<file path="src/common/ebct_pkg.sv">
/*
 * Shared constants and types of the eight-bit compare timer.
 * Assumes a 100 MHz system clock and a 32-bit Avalon-MM register port.
 */
package ebct_pkg;

    // ************************************************************
    // Register map (byte addresses)
    // ************************************************************
    localparam logic [3:0] EBCT_OFF_COUNT = 4'h0;
    localparam logic [3:0] EBCT_OFF_MATCH_A = 4'h4;
    localparam logic [3:0] EBCT_OFF_MATCH_B = 4'h8;
    localparam logic [3:0] EBCT_OFF_CONTROL = 4'hC;
    localparam logic [4:0] EBCT_OFF_STATUS = 5'h10;

    // ************************************************************
    // Field positions and reset values
    // ************************************************************
    localparam int EBCT_CTL_IE_B = 7;
    localparam int EBCT_CTL_IE_A = 6;
    localparam int EBCT_CTL_IE_W = 5;
    localparam int EBCT_CTL_CLR_LO = 3;
    localparam int EBCT_CTL_SRC_LO = 0;
    localparam int EBCT_ST_FLAG_B = 7;
    localparam int EBCT_ST_FLAG_A = 6;
    localparam int EBCT_ST_FLAG_W = 5;
    localparam int EBCT_ST_RSVD = 4;
    localparam logic [7:0] EBCT_CONTROL_RST = 8'h00;
    localparam logic [7:0] EBCT_STATUS_RST = 8'h10;
    localparam logic [7:0] EBCT_COUNT_RST = 8'h00;
    localparam logic [7:0] EBCT_MATCH_RST = 8'hFF;

    // ************************************************************
    // Encodings
    // ************************************************************
    localparam logic [2:0] EBCT_SRC_EXT_RISE = 3'h5;
    localparam logic [2:0] EBCT_SRC_EXT_FALL = 3'h6;
    localparam logic [2:0] EBCT_SRC_EXT_BOTH = 3'h7;
    localparam logic [1:0] EBCT_CLR_NONE = 2'h0;
    localparam logic [1:0] EBCT_CLR_A = 2'h1;
    localparam logic [1:0] EBCT_CLR_B = 2'h2;
    localparam logic [1:0] EBCT_CLR_EXT = 2'h3;
    localparam logic [1:0] EBCT_OUT_KEEP = 2'h0;
    localparam logic [1:0] EBCT_OUT_LOW = 2'h1;
    localparam logic [1:0] EBCT_OUT_HIGH = 2'h2;
    localparam logic [1:0] EBCT_OUT_TOGGLE = 2'h3;

    // ************************************************************
    // Prescaler divisions
    // ************************************************************
    localparam int EBCT_DIV_1 = 8;
    localparam int EBCT_DIV_2 = 64;
    localparam int EBCT_DIV_3 = 1024;
    localparam int EBCT_PRESCALE_W = 10;

    typedef struct packed {
        logic [1:0] sel_b;
        logic [1:0] sel_a;
    } ebct_out_sel_s;

endpackage : ebct_pkg

</file>
<file path="src/core/ebct_timer.sv">
/*
 * Eight-bit compare timer with two match constants, output pin and
 * three interrupt request lines, registers on Avalon-MM.
 * Assumes 100 MHz clk_sys; pins external_count_input and counter reset
 * are asynchronous and synchronised here.
 */
// Contract
// - Counter steps once per period of the selected source, twice with both-edge external counting.
// - External input counts on rising, falling or both edges per selection.
// - Match flags A and B set when counter equals their constant.
// - Match pulse fires in last cycle of equality, together with the step leaving it.
// - On match, output keeps, goes low, goes high or toggles per field.
// - Clear selection zeroes counter on match A or match B.
// - With clear selection 11, external reset rising edge zeroes the counter.
// - Wrap flag sets when counter increments from FF to 00, not when cleared or written to 00.
// - Three interrupt lines, each flag AND its enable.
// - Priority A, B, wrap; only A and B serviceable by transfer controller.
// - Transfer controller service clears the matching flag.
// - Clear beats a simultaneous counter write.
// - Counter write beats a simultaneous increment.
// - Constant write suppresses a simultaneous match pulse.
// - Simultaneous match actions resolve toggle, high, low, keep.
// - Internal steps come from tap falling edges, switching included.
// - Switching from an internal source to another internal source or to stop may add one step.
// - Source codes 000/100 stop, 001 /8, 010 /64, 011 /1024, 101-111 external.
// - Output codes keep, low, high, toggle; low at start; undriven if all zero.
// - Software clears flags by reading set then writing zero only.
// - Clear codes 00 none, 01 match A, 10 match B, 11 external reset.
`timescale 1ns/1ns
module ebct_timer (
    input wire logic clk_sys,
    input wire logic rst_n,
    input wire logic [4:0] avs_address,
    input wire logic avs_read,
    input wire logic avs_write,
    input wire logic [31:0] avs_writedata,
    input wire logic [3:0] avs_byteenable,
    output logic [31:0] avs_readdata,
    output logic avs_waitrequest,
    input wire logic external_count_input,
    input wire logic external_reset_input,
    input wire logic serviced_a,
    input wire logic serviced_b,
    output logic timer_output_pin,
    output logic timer_output_oe,
    output logic match_a_irq,
    output logic match_b_irq,
    output logic wrap_irq,
    output logic match_a_xfer_req,
    output logic match_b_xfer_req,
    output logic [1:0] irq_top_id
);
    import ebct_pkg::*;

    // ************************************************************
    // Storage
    // ************************************************************
    logic [7:0] count_value;
    logic [7:0] match_constant_a;
    logic [7:0] match_constant_b;
    logic [7:0] timer_control;
    ebct_out_sel_s out_sel;
    logic match_flag_a;
    logic match_flag_b;
    logic wrap_flag;
    logic [2:0] seen_set;
    logic tap_sel_d;
    logic out_level;
    logic ack;

    logic [2:0] taps;
    logic ext_rise;
    logic ext_fall;
    logic rst_rise;

    // ************************************************************
    // Source selection and step pulse
    // ************************************************************
    logic [2:0] source_sel;
    logic [1:0] clear_sel;
    logic tap_sel;
    logic step;
    logic is_internal;

    assign source_sel = timer_control[EBCT_CTL_SRC_LO +: 3];
    assign clear_sel = timer_control[EBCT_CTL_CLR_LO +: 2];
    assign is_internal = ~source_sel[2] & (source_sel[1:0] != 2'h0);

    ebct_prescaler #(
        .WIDTH(EBCT_PRESCALE_W)
    ) u_prescaler (
        .clk_sys(clk_sys),
        .rst_n(rst_n),
        .taps(taps)
    );

    ebct_edge_sync u_count_sync (
        .clk_sys(clk_sys),
        .rst_n(rst_n),
        .pin(external_count_input),
        .level(),
        .rise(ext_rise),
        .fall(ext_fall)
    );

    ebct_edge_sync u_reset_sync (
        .clk_sys(clk_sys),
        .rst_n(rst_n),
        .pin(external_reset_input),
        .level(),
        .rise(rst_rise),
        .fall()
    );

    // Stopped state and external sources read as low, so a switch from a
    // high tap to a stop code is a falling edge and steps once; external codes step on pin edges only
    always_comb begin
        case (source_sel)
            3'h1: tap_sel = taps[0];
            3'h2: tap_sel = taps[1];
            3'h3: tap_sel = taps[2];
            default: tap_sel = 1'b0;
        endcase
    end

    always_ff @(posedge clk_sys or negedge rst_n) begin
        if (!rst_n) begin
            tap_sel_d <= 1'b0;
        end else begin
            tap_sel_d <= tap_sel;
        end
    end

    always_comb begin
        case (source_sel)
            EBCT_SRC_EXT_RISE: step = ext_rise;
            EBCT_SRC_EXT_FALL: step = ext_fall;
            EBCT_SRC_EXT_BOTH: step = ext_rise | ext_fall;
            default: step = tap_sel_d & ~tap_sel;
        endcase
    end

    // ************************************************************
    // Bus decode
    // ************************************************************
    logic wr_count;
    logic wr_ma;
    logic wr_mb;
    logic wr_ctl;
    logic wr_st;
    logic rd_st;

    assign wr_count = avs_write & avs_byteenable[0] & (avs_address == 5'(EBCT_OFF_COUNT));
    assign wr_ma = avs_write & avs_byteenable[0] & (avs_address == 5'(EBCT_OFF_MATCH_A));
    assign wr_mb = avs_write & avs_byteenable[0] & (avs_address == 5'(EBCT_OFF_MATCH_B));
    assign wr_ctl = avs_write & avs_byteenable[0] & (avs_address == 5'(EBCT_OFF_CONTROL));
    assign wr_st = avs_write & avs_byteenable[0] & (avs_address == EBCT_OFF_STATUS);
    assign rd_st = avs_read & ~ack & (avs_address == EBCT_OFF_STATUS);

    // One wait cycle per access; the access lands on the edge of the ack
    assign avs_waitrequest = (avs_read | avs_write) & ~ack;

    always_ff @(posedge clk_sys or negedge rst_n) begin
        if (!rst_n) begin
            ack <= 1'b0;
        end else begin
            ack <= (avs_read | avs_write) & ~ack;
        end
    end

    // ************************************************************
    // Compare and match pulses
    // ************************************************************
    logic match_a;
    logic match_b;
    logic do_clear;
    logic [7:0] next_count;

    // Pulse in the last cycle of equality, i.e. with the step leaving it
    assign match_a = step & (count_value == match_constant_a) & ~(wr_ma & ack);
    assign match_b = step & (count_value == match_constant_b) & ~(wr_mb & ack);

    always_comb begin
        case (clear_sel)
            EBCT_CLR_A: do_clear = match_a;
            EBCT_CLR_B: do_clear = match_b;
            EBCT_CLR_EXT: do_clear = rst_rise;
            default: do_clear = 1'b0;
        endcase
    end

    always_comb begin
        if (do_clear) begin
            next_count = EBCT_COUNT_RST;
        end else if (wr_count & ack) begin
            next_count = avs_writedata[7:0];
        end else if (step) begin
            next_count = count_value + 8'h01;
        end else begin
            next_count = count_value;
        end
    end

    always_ff @(posedge clk_sys or negedge rst_n) begin
        if (!rst_n) begin
            count_value <= EBCT_COUNT_RST;
        end else begin
            count_value <= next_count;
        end
    end

    // ************************************************************
    // Registers written by software
    // ************************************************************
    always_ff @(posedge clk_sys or negedge rst_n) begin
        if (!rst_n) begin
            match_constant_a <= EBCT_MATCH_RST;
            match_constant_b <= EBCT_MATCH_RST;
            timer_control <= EBCT_CONTROL_RST;
            out_sel <= '0;
        end else if (ack) begin
            if (wr_ma) begin
                match_constant_a <= avs_writedata[7:0];
            end
            if (wr_mb) begin
                match_constant_b <= avs_writedata[7:0];
            end
            if (wr_ctl) begin
                timer_control <= avs_writedata[7:0];
            end
            if (wr_st) begin
                out_sel <= avs_writedata[3:0];
            end
        end
    end

    // ************************************************************
    // Status flags
    // ************************************************************
    logic wrap;
    logic [2:0] sw_clr;
    logic [2:0] flags;

    assign wrap = step & ~do_clear & ~(wr_count & ack) & (count_value == 8'hFF);
    assign flags = {match_flag_b, match_flag_a, wrap_flag};
    // A zero clears only a flag that was read while set
    assign sw_clr = (wr_st & ack) ? (seen_set & ~avs_writedata[7:5]) : 3'h0;

    always_ff @(posedge clk_sys or negedge rst_n) begin
        if (!rst_n) begin
            match_flag_b <= 1'b0;
            match_flag_a <= 1'b0;
            wrap_flag <= 1'b0;
        end else begin
            // Set wins over every clear
            match_flag_b <= match_b | (match_flag_b & ~sw_clr[2] & ~serviced_b);
            match_flag_a <= match_a | (match_flag_a & ~sw_clr[1] & ~serviced_a);
            wrap_flag <= wrap | (wrap_flag & ~sw_clr[0]);
        end
    end

    always_ff @(posedge clk_sys or negedge rst_n) begin
        if (!rst_n) begin
            seen_set <= 3'h0;
        end else if (rd_st) begin
            seen_set <= flags;
        end else if (wr_st & ack) begin
            seen_set <= 3'h0;
        end
    end

    // ************************************************************
    // Timer output
    // ************************************************************
    function automatic logic [1:0] ebct_rank(input logic [1:0] sel, input logic hit);
        ebct_rank = hit ? sel : EBCT_OUT_KEEP;
    endfunction : ebct_rank

    logic [1:0] act_a;
    logic [1:0] act_b;
    logic [1:0] act;

    assign act_a = ebct_rank(out_sel.sel_a, match_a);
    assign act_b = ebct_rank(out_sel.sel_b, match_b);
    // Codes already rise in precedence: keep, low, high, toggle
    assign act = (act_a > act_b) ? act_a : act_b;

    always_ff @(posedge clk_sys or negedge rst_n) begin
        if (!rst_n) begin
            out_level <= 1'b0;
        end else begin
            case (act)
                EBCT_OUT_LOW: out_level <= 1'b0;
                EBCT_OUT_HIGH: out_level <= 1'b1;
                EBCT_OUT_TOGGLE: out_level <= ~out_level;
                default: out_level <= out_level;
            endcase
        end
    end

    assign timer_output_pin = out_level;
    assign timer_output_oe = (out_sel != '0);

    // ************************************************************
    // Interrupt requests
    // ************************************************************
    assign match_a_irq = match_flag_a & timer_control[EBCT_CTL_IE_A];
    assign match_b_irq = match_flag_b & timer_control[EBCT_CTL_IE_B];
    assign wrap_irq = wrap_flag & timer_control[EBCT_CTL_IE_W];
    assign match_a_xfer_req = match_a_irq;
    assign match_b_xfer_req = match_b_irq;

    always_comb begin
        if (match_a_irq) begin
            irq_top_id = 2'h1;
        end else if (match_b_irq) begin
            irq_top_id = 2'h2;
        end else if (wrap_irq) begin
            irq_top_id = 2'h3;
        end else begin
            irq_top_id = 2'h0;
        end
    end

    // ************************************************************
    // Read data
    // ************************************************************
    always_ff @(posedge clk_sys or negedge rst_n) begin
        if (!rst_n) begin
            avs_readdata <= 32'h0;
        end else if (avs_read & ~ack) begin
            case (avs_address)
                5'(EBCT_OFF_COUNT): avs_readdata <= {24'h0, count_value};
                5'(EBCT_OFF_MATCH_A): avs_readdata <= {24'h0, match_constant_a};
                5'(EBCT_OFF_MATCH_B): avs_readdata <= {24'h0, match_constant_b};
                5'(EBCT_OFF_CONTROL): avs_readdata <= {24'h0, timer_control};
                EBCT_OFF_STATUS: avs_readdata <= {24'h0, flags, 1'b1, out_sel};
                default: avs_readdata <= 32'h0;
            endcase
        end
    end

endmodule : ebct_timer

</file>
<file path="src/core/ebct_edge_sync.sv">
/*
 * Two-stage synchroniser with rise and fall pulses on the synchronised level.
 * Assumes an asynchronous pin input and one system clock.
 */
`timescale 1ns/1ns
module ebct_edge_sync (
    input wire logic clk_sys,
    input wire logic rst_n,
    input wire logic pin,
    output logic level,
    output logic rise,
    output logic fall
);
    import ebct_pkg::*;

    logic meta;
    logic sync;
    logic sync_d;

    always_ff @(posedge clk_sys or negedge rst_n) begin
        if (!rst_n) begin
            meta <= 1'b0;
            sync <= 1'b0;
            sync_d <= 1'b0;
        end else begin
            meta <= pin;
            sync <= meta;
            sync_d <= sync;
        end
    end

    assign level = sync;
    assign rise = sync & ~sync_d;
    assign fall = ~sync & sync_d;

endmodule : ebct_edge_sync

</file>
<file path="src/core/ebct_prescaler.sv">
/*
 * Free-running system clock divider giving the three internal tap levels.
 * Assumes one system clock; the taps are square waves of the named division.
 */
`timescale 1ns/1ns
module ebct_prescaler #(
    parameter int WIDTH = ebct_pkg::EBCT_PRESCALE_W
) (
    input wire logic clk_sys,
    input wire logic rst_n,
    output logic [2:0] taps
);
    import ebct_pkg::*;

    logic [WIDTH-1:0] div;

    // Elaboration check: the widest tap must fit in the divider
    if ((1 << WIDTH) < EBCT_DIV_3) begin : g_width_check
        $error("ebct_prescaler: WIDTH too small");
    end

    always_ff @(posedge clk_sys or negedge rst_n) begin
        if (!rst_n) begin
            div <= '0;
        end else begin
            div <= div + 1'b1;
        end
    end

    // Tap bit n of a counter is a square wave of period 2^(n+1)
    assign taps[0] = div[$clog2(EBCT_DIV_1) - 1];
    assign taps[1] = div[$clog2(EBCT_DIV_2) - 1];
    assign taps[2] = div[$clog2(EBCT_DIV_3) - 1];

endmodule : ebct_prescaler

</file>
<file path="config.mk">
export PLATFORM = sky130hd
export DESIGN_NAME = ebct_timer
export DESIGN_NICKNAME = d
export VERILOG_FILES = /design/src/common/ebct_pkg.sv /design/src/core/ebct_timer.sv /design/src/core/ebct_edge_sync.sv /design/src/core/ebct_prescaler.sv
export SDC_FILE = /design/constraint.sdc
export NUM_CORES = 1
export LEC_CHECK = 0
export BUFFER_PORTS_ARGS = -buffer_cell sky130_fd_sc_hd__buf_2
export CORE_AREA = 2 2 108 110
export DETAILED_ROUTE_END_ITERATION = 10
export DIE_AREA = 0 0 110 112
export PLACE_DENSITY_LB_ADDON = 0.12
export SYNTH_ARGS = -nofsm -noshare
export SYNTH_HDL_FRONTEND = slang
export SYNTH_SLANG_ARGS = --single-unit
</file>
<file path="constraint.sdc">
create_clock -name clk_sys -period 4.99 [get_ports clk_sys]
set_input_delay 1.2475 -clock clk_sys [delete_from_list [all_inputs] [get_ports clk_sys]]
set_output_delay 1.2475 -clock clk_sys [all_outputs]
set_load 0.1 [all_outputs]
</file>
==> impl_results.md <==
* Power per Cell Area at 412 nW/um^2
* Area grow syn2layout at 12.0%
* CTS resizes at 0
* Met2 wire len at 4170 um
* Flop-to-flop setup slack at 2.17 ns
* Levels on crit path at 12
* Clock root cell: clkbuf_16
* Worst-path clk slew at 0.06 ns
* Starting DRC count in detailed routing at 121
* Antenna violations before repair at 0
* Post-layout minimum cycle time at 3.52 ns
* Final clock skew at 0.00757 ns
* Layout Utilization at 38.3%
* Die width at 110 um
* Xor and xnor area share after synthesis at 7.10%
* Max Used Layer: met4
* Initial Util at 34.2%
* Synth top area cells: dfrtp_1, dfstp_2, mux2_2
* Critical Path RT at 5.18 ns
* Site Rows at 39
* Clock sink total at 69
* Ant. Diodes at 0
* Compound-Gate Fraction of Synth Area at 11.1%
* Via/cell ratio at 4.83
* Status: finished, final reports clean
* Met1 WL at 4060 um
* Main synth FF type: dfrtp_1
* Seq/Total Area, Yosys at 45.7%
* Synth Warn # at 0
* Synth Instances at 349
* Distinct cells, synth at 53
* Crit Path Max Fanout at 12
* Clk buf depth at 2
* Post-synth EDFFs at 0
* Residual DRC at 0
* Final period util at 70.6%
* Reg2reg start: ack
* Clock latency on the worst-skew pair at 0.33 ns
* Gr usage total at 15.0%
* Io pins at 91
* Vias at 2551
* FMAX at 0.284 GHz
* Port Buf Inserts at 39
* Worst Tran Pin Value at 0.928 ns
* WL met3 at 394 um
* Multiplexer share of the synthesized area at 10.6%
* Post-CTS Setup Bufs at 0
* DR pass1 iterations at 4
* GPL Wtd Cong at 0.729
* H-tree depth at 3
* Core Area at 11200 sq um
* Worst r2r path cells at 11
* Leakage power at 1.94 nW
* Worst setup EP type: flop
* Pin count of the biggest net entering global routing at 40
* Fillers at 1136
* Synthesis-stage register bit count at 69
* Worst hold-check path type: flop to flop
* Worst path bufs/invs at 1
* Layout cells sized above 1 at 30.1%
* HPWL Detailed at 6200 um
* Avg Inst Size Synth at 11.0 sq um
* CTS Buf Count at 9
* # hold bufs at CTS at 0
* Worst vdd ir at 0.136 mV
* Setup violators final at 0
* Gr ovfl total at 0
* Final hold violations at 0
* Die area at 12300 sq um
* Sequential cell area at 1750 sq um
* Rel. slew slack at 38.1%
* Crit path DAT at 3.72 ns
* ANT nets after route at 0
* Setup tns final at 0 ns
* Final WL at 8710 um
* Dominant combinational cell family by area after synthesis: simple AND/OR/NAND/NOR gates
* Slew Viols, Final at 0
* Reg-to-reg endpoint: timer_output_pin
* Multi-input gate area at 1810 sq um
* CP Cell Sequence: buf_2 > nor3_4 > and4b_1 > or3_4 > nor2_4 > and2_1 > ha_1 > nor2b_1 > o21ai_0 > nand2_1 > o32ai_1 > a22oi_1
* Post-synth top area share at 34.7%
* First-pass GRT wire length at 13700 um
* Async set-or-reset flop fraction in the synthesized netlist at 100%
* Post-synthesis cell area at 3820 sq um
* Critical path class: input pin to flop
* Die Ht at 112 um
* Post-Synth Simple-Gate Area at 13.9%
* CTS tree: done
* MaxCap Viol Count at 0
* Post-Synth Adder-Cell Area at 2.29%
* WL per Instance at 16.5 um
* CP Launch Type: input pin
* Vias in the first global route at 2480
* Final Net Count at 436
* CP top delay family: simple AND/OR/NAND/NOR gates
* Worst path slowest cell: and4b_1
* CP startpoint: avs_address[4]
* Crit path largest cell delay at 0.55 ns
* RSZ-0062 raised after global routing: no
* Synth area leader: dfrtp_1
* CP endpoint: timer_output_pin
* HP Start: u_count_sync.meta
-- state kept, by name, indices dropped and copies added, names as in the netlist, 3 cells and up --
signal and count:
avs_readdata 8, timer_control 8, match_constant_b 8, u_prescaler.div 10, count_value 8, out_sel 4, seen_set 3, match_constant_a 8
-- where the power goes --
part | internal, mW | switching [mW] | leakage, nW
clock network | 0.398 | 0.241 | 0.140
logic | 0.152 | 0.242 | 0.956
registers | 0.628 | 0.103 | 0.841
-- per-stage QoR --
stage / area (sq um) / hold WS (ns) / std cells / setup WS, ns / total power, mW
3_5_place_dp: 3980 / 0.336 / 512 / 1.15 / 1.14
5_1_grt: 4280 / 0.364 / 528 / 1.31 / 1.86
4_1_cts: 4280 / 0.349 / 528 / 1.46 / 1.79
6_report: 4280 / 0.345 / 528 / 1.47 / 1.76
3_3_place_gp: 3980 / 0.333 / 512 / 1.12 / 1.14
2_1_floorplan: 3910 / 0.331 / 372 / 0.575 / 1.07
-- worst min-delay path by stage --
| stage | cells past startpoint | endpoint | slack (ns) |
|---|---|---|---|
| final | 0 | u_count_sync.level | 0.35 |
| after global routing | 0 | u_count_sync.level | 0.36 |
| after CTS | 0 | u_reset_sync.level | 0.35 |
| after detailed placement | 0 | u_count_sync.level | 0.34 |
| after global placement | 0 | u_count_sync.level | 0.33 |
| after floorplan | 0 | u_count_sync.level | 0.33 |
-- final cells by class --
cell class	instances	area share (%)
Tap cell	143	4.18
Multi-Input combinational cell	249	42.3
Clock inverter	6	1.46
Inverter	11	0.964
Timing Repair Buffer	40	4.73
Clock buffer	10	5.58
Sequential cell	69	40.8
-- cells by family (layout without fill, tap and decap cells) --
group,count (synthesis),after routing
simple gates,98,98
compound gates,52,52
mux,37,37
other cells,1,24
buf+inv,54,67
flops,69,69
fa+ha+maj,7,7
xor+xnor,31,31
-- worst reg2reg max path: cells and delay by family, from the launching register on --
family                     cells  cell delay [ns]
adders and majority gates      1             0.24
DFF                            1             0.39
AOI/OAI and AO/OA              3             0.43
and+or+nand+nor                7             1.61
-- synth_stat cells, types with 4 or more instances --
master / n
a211oi_2: 8
a221oi_1: 8
and2_1: 4
and3_1: 4
buf_4: 26
clkbuf_1: 9
dfrtp_1: 53
dfstp_2: 16
ha_1: 7
inv_1: 11
mux2_2: 28
mux2i_1: 9
nand2_1: 31
nand2b_1: 6
nand3_1: 10
nand4_1: 4
nor2_1: 17
o21ai_0: 19
o32ai_1: 4
xnor2_1: 18
xor2_1: 13
-- layout by cell type, fill, tap and decap left out, types with 2 or more instances in the layout --
| cell | count |
|---|---|
| dfrtp_1 | 53 |
| buf_2 | 39 |
| nand2_1 | 31 |
| mux2_2 | 28 |
| conb_1 | 24 |
| o21ai_0 | 19 |
| xnor2_1 | 18 |
| nor2_1 | 17 |
| dfstp_2 | 16 |
| xor2_1 | 13 |
| inv_1 | 11 |
| nand3_1 | 10 |
| mux2i_1 | 9 |
| clkbuf_16 | 9 |
| a211oi_2 | 8 |
| a221oi_1 | 8 |
| ha_1 | 7 |
| nand2b_1 | 6 |
| and2_1 | 4 |
| and3_1 | 4 |
| nand4_1 | 4 |
| o32ai_1 | 4 |
| nor2b_1 | 3 |
| nor4_1 | 3 |
| a22o_1 | 3 |
| clkinvlp_4 | 3 |
| a21o_1 | 2 |
| or3_4 | 2 |
| or4_1 | 2 |
| nor3b_1 | 2 |
| clkinv_2 | 2 |
-- routing by layer --
metal | vias up | track usage, %
met1 | 1254 | 20.4
met3 | 9 | 3.45
met4 | 0 | 4.81
met2 | 57 | 23.6
met5 | - | 0
li1 | 1231 | -
Power figures use the tool's default switching activity.
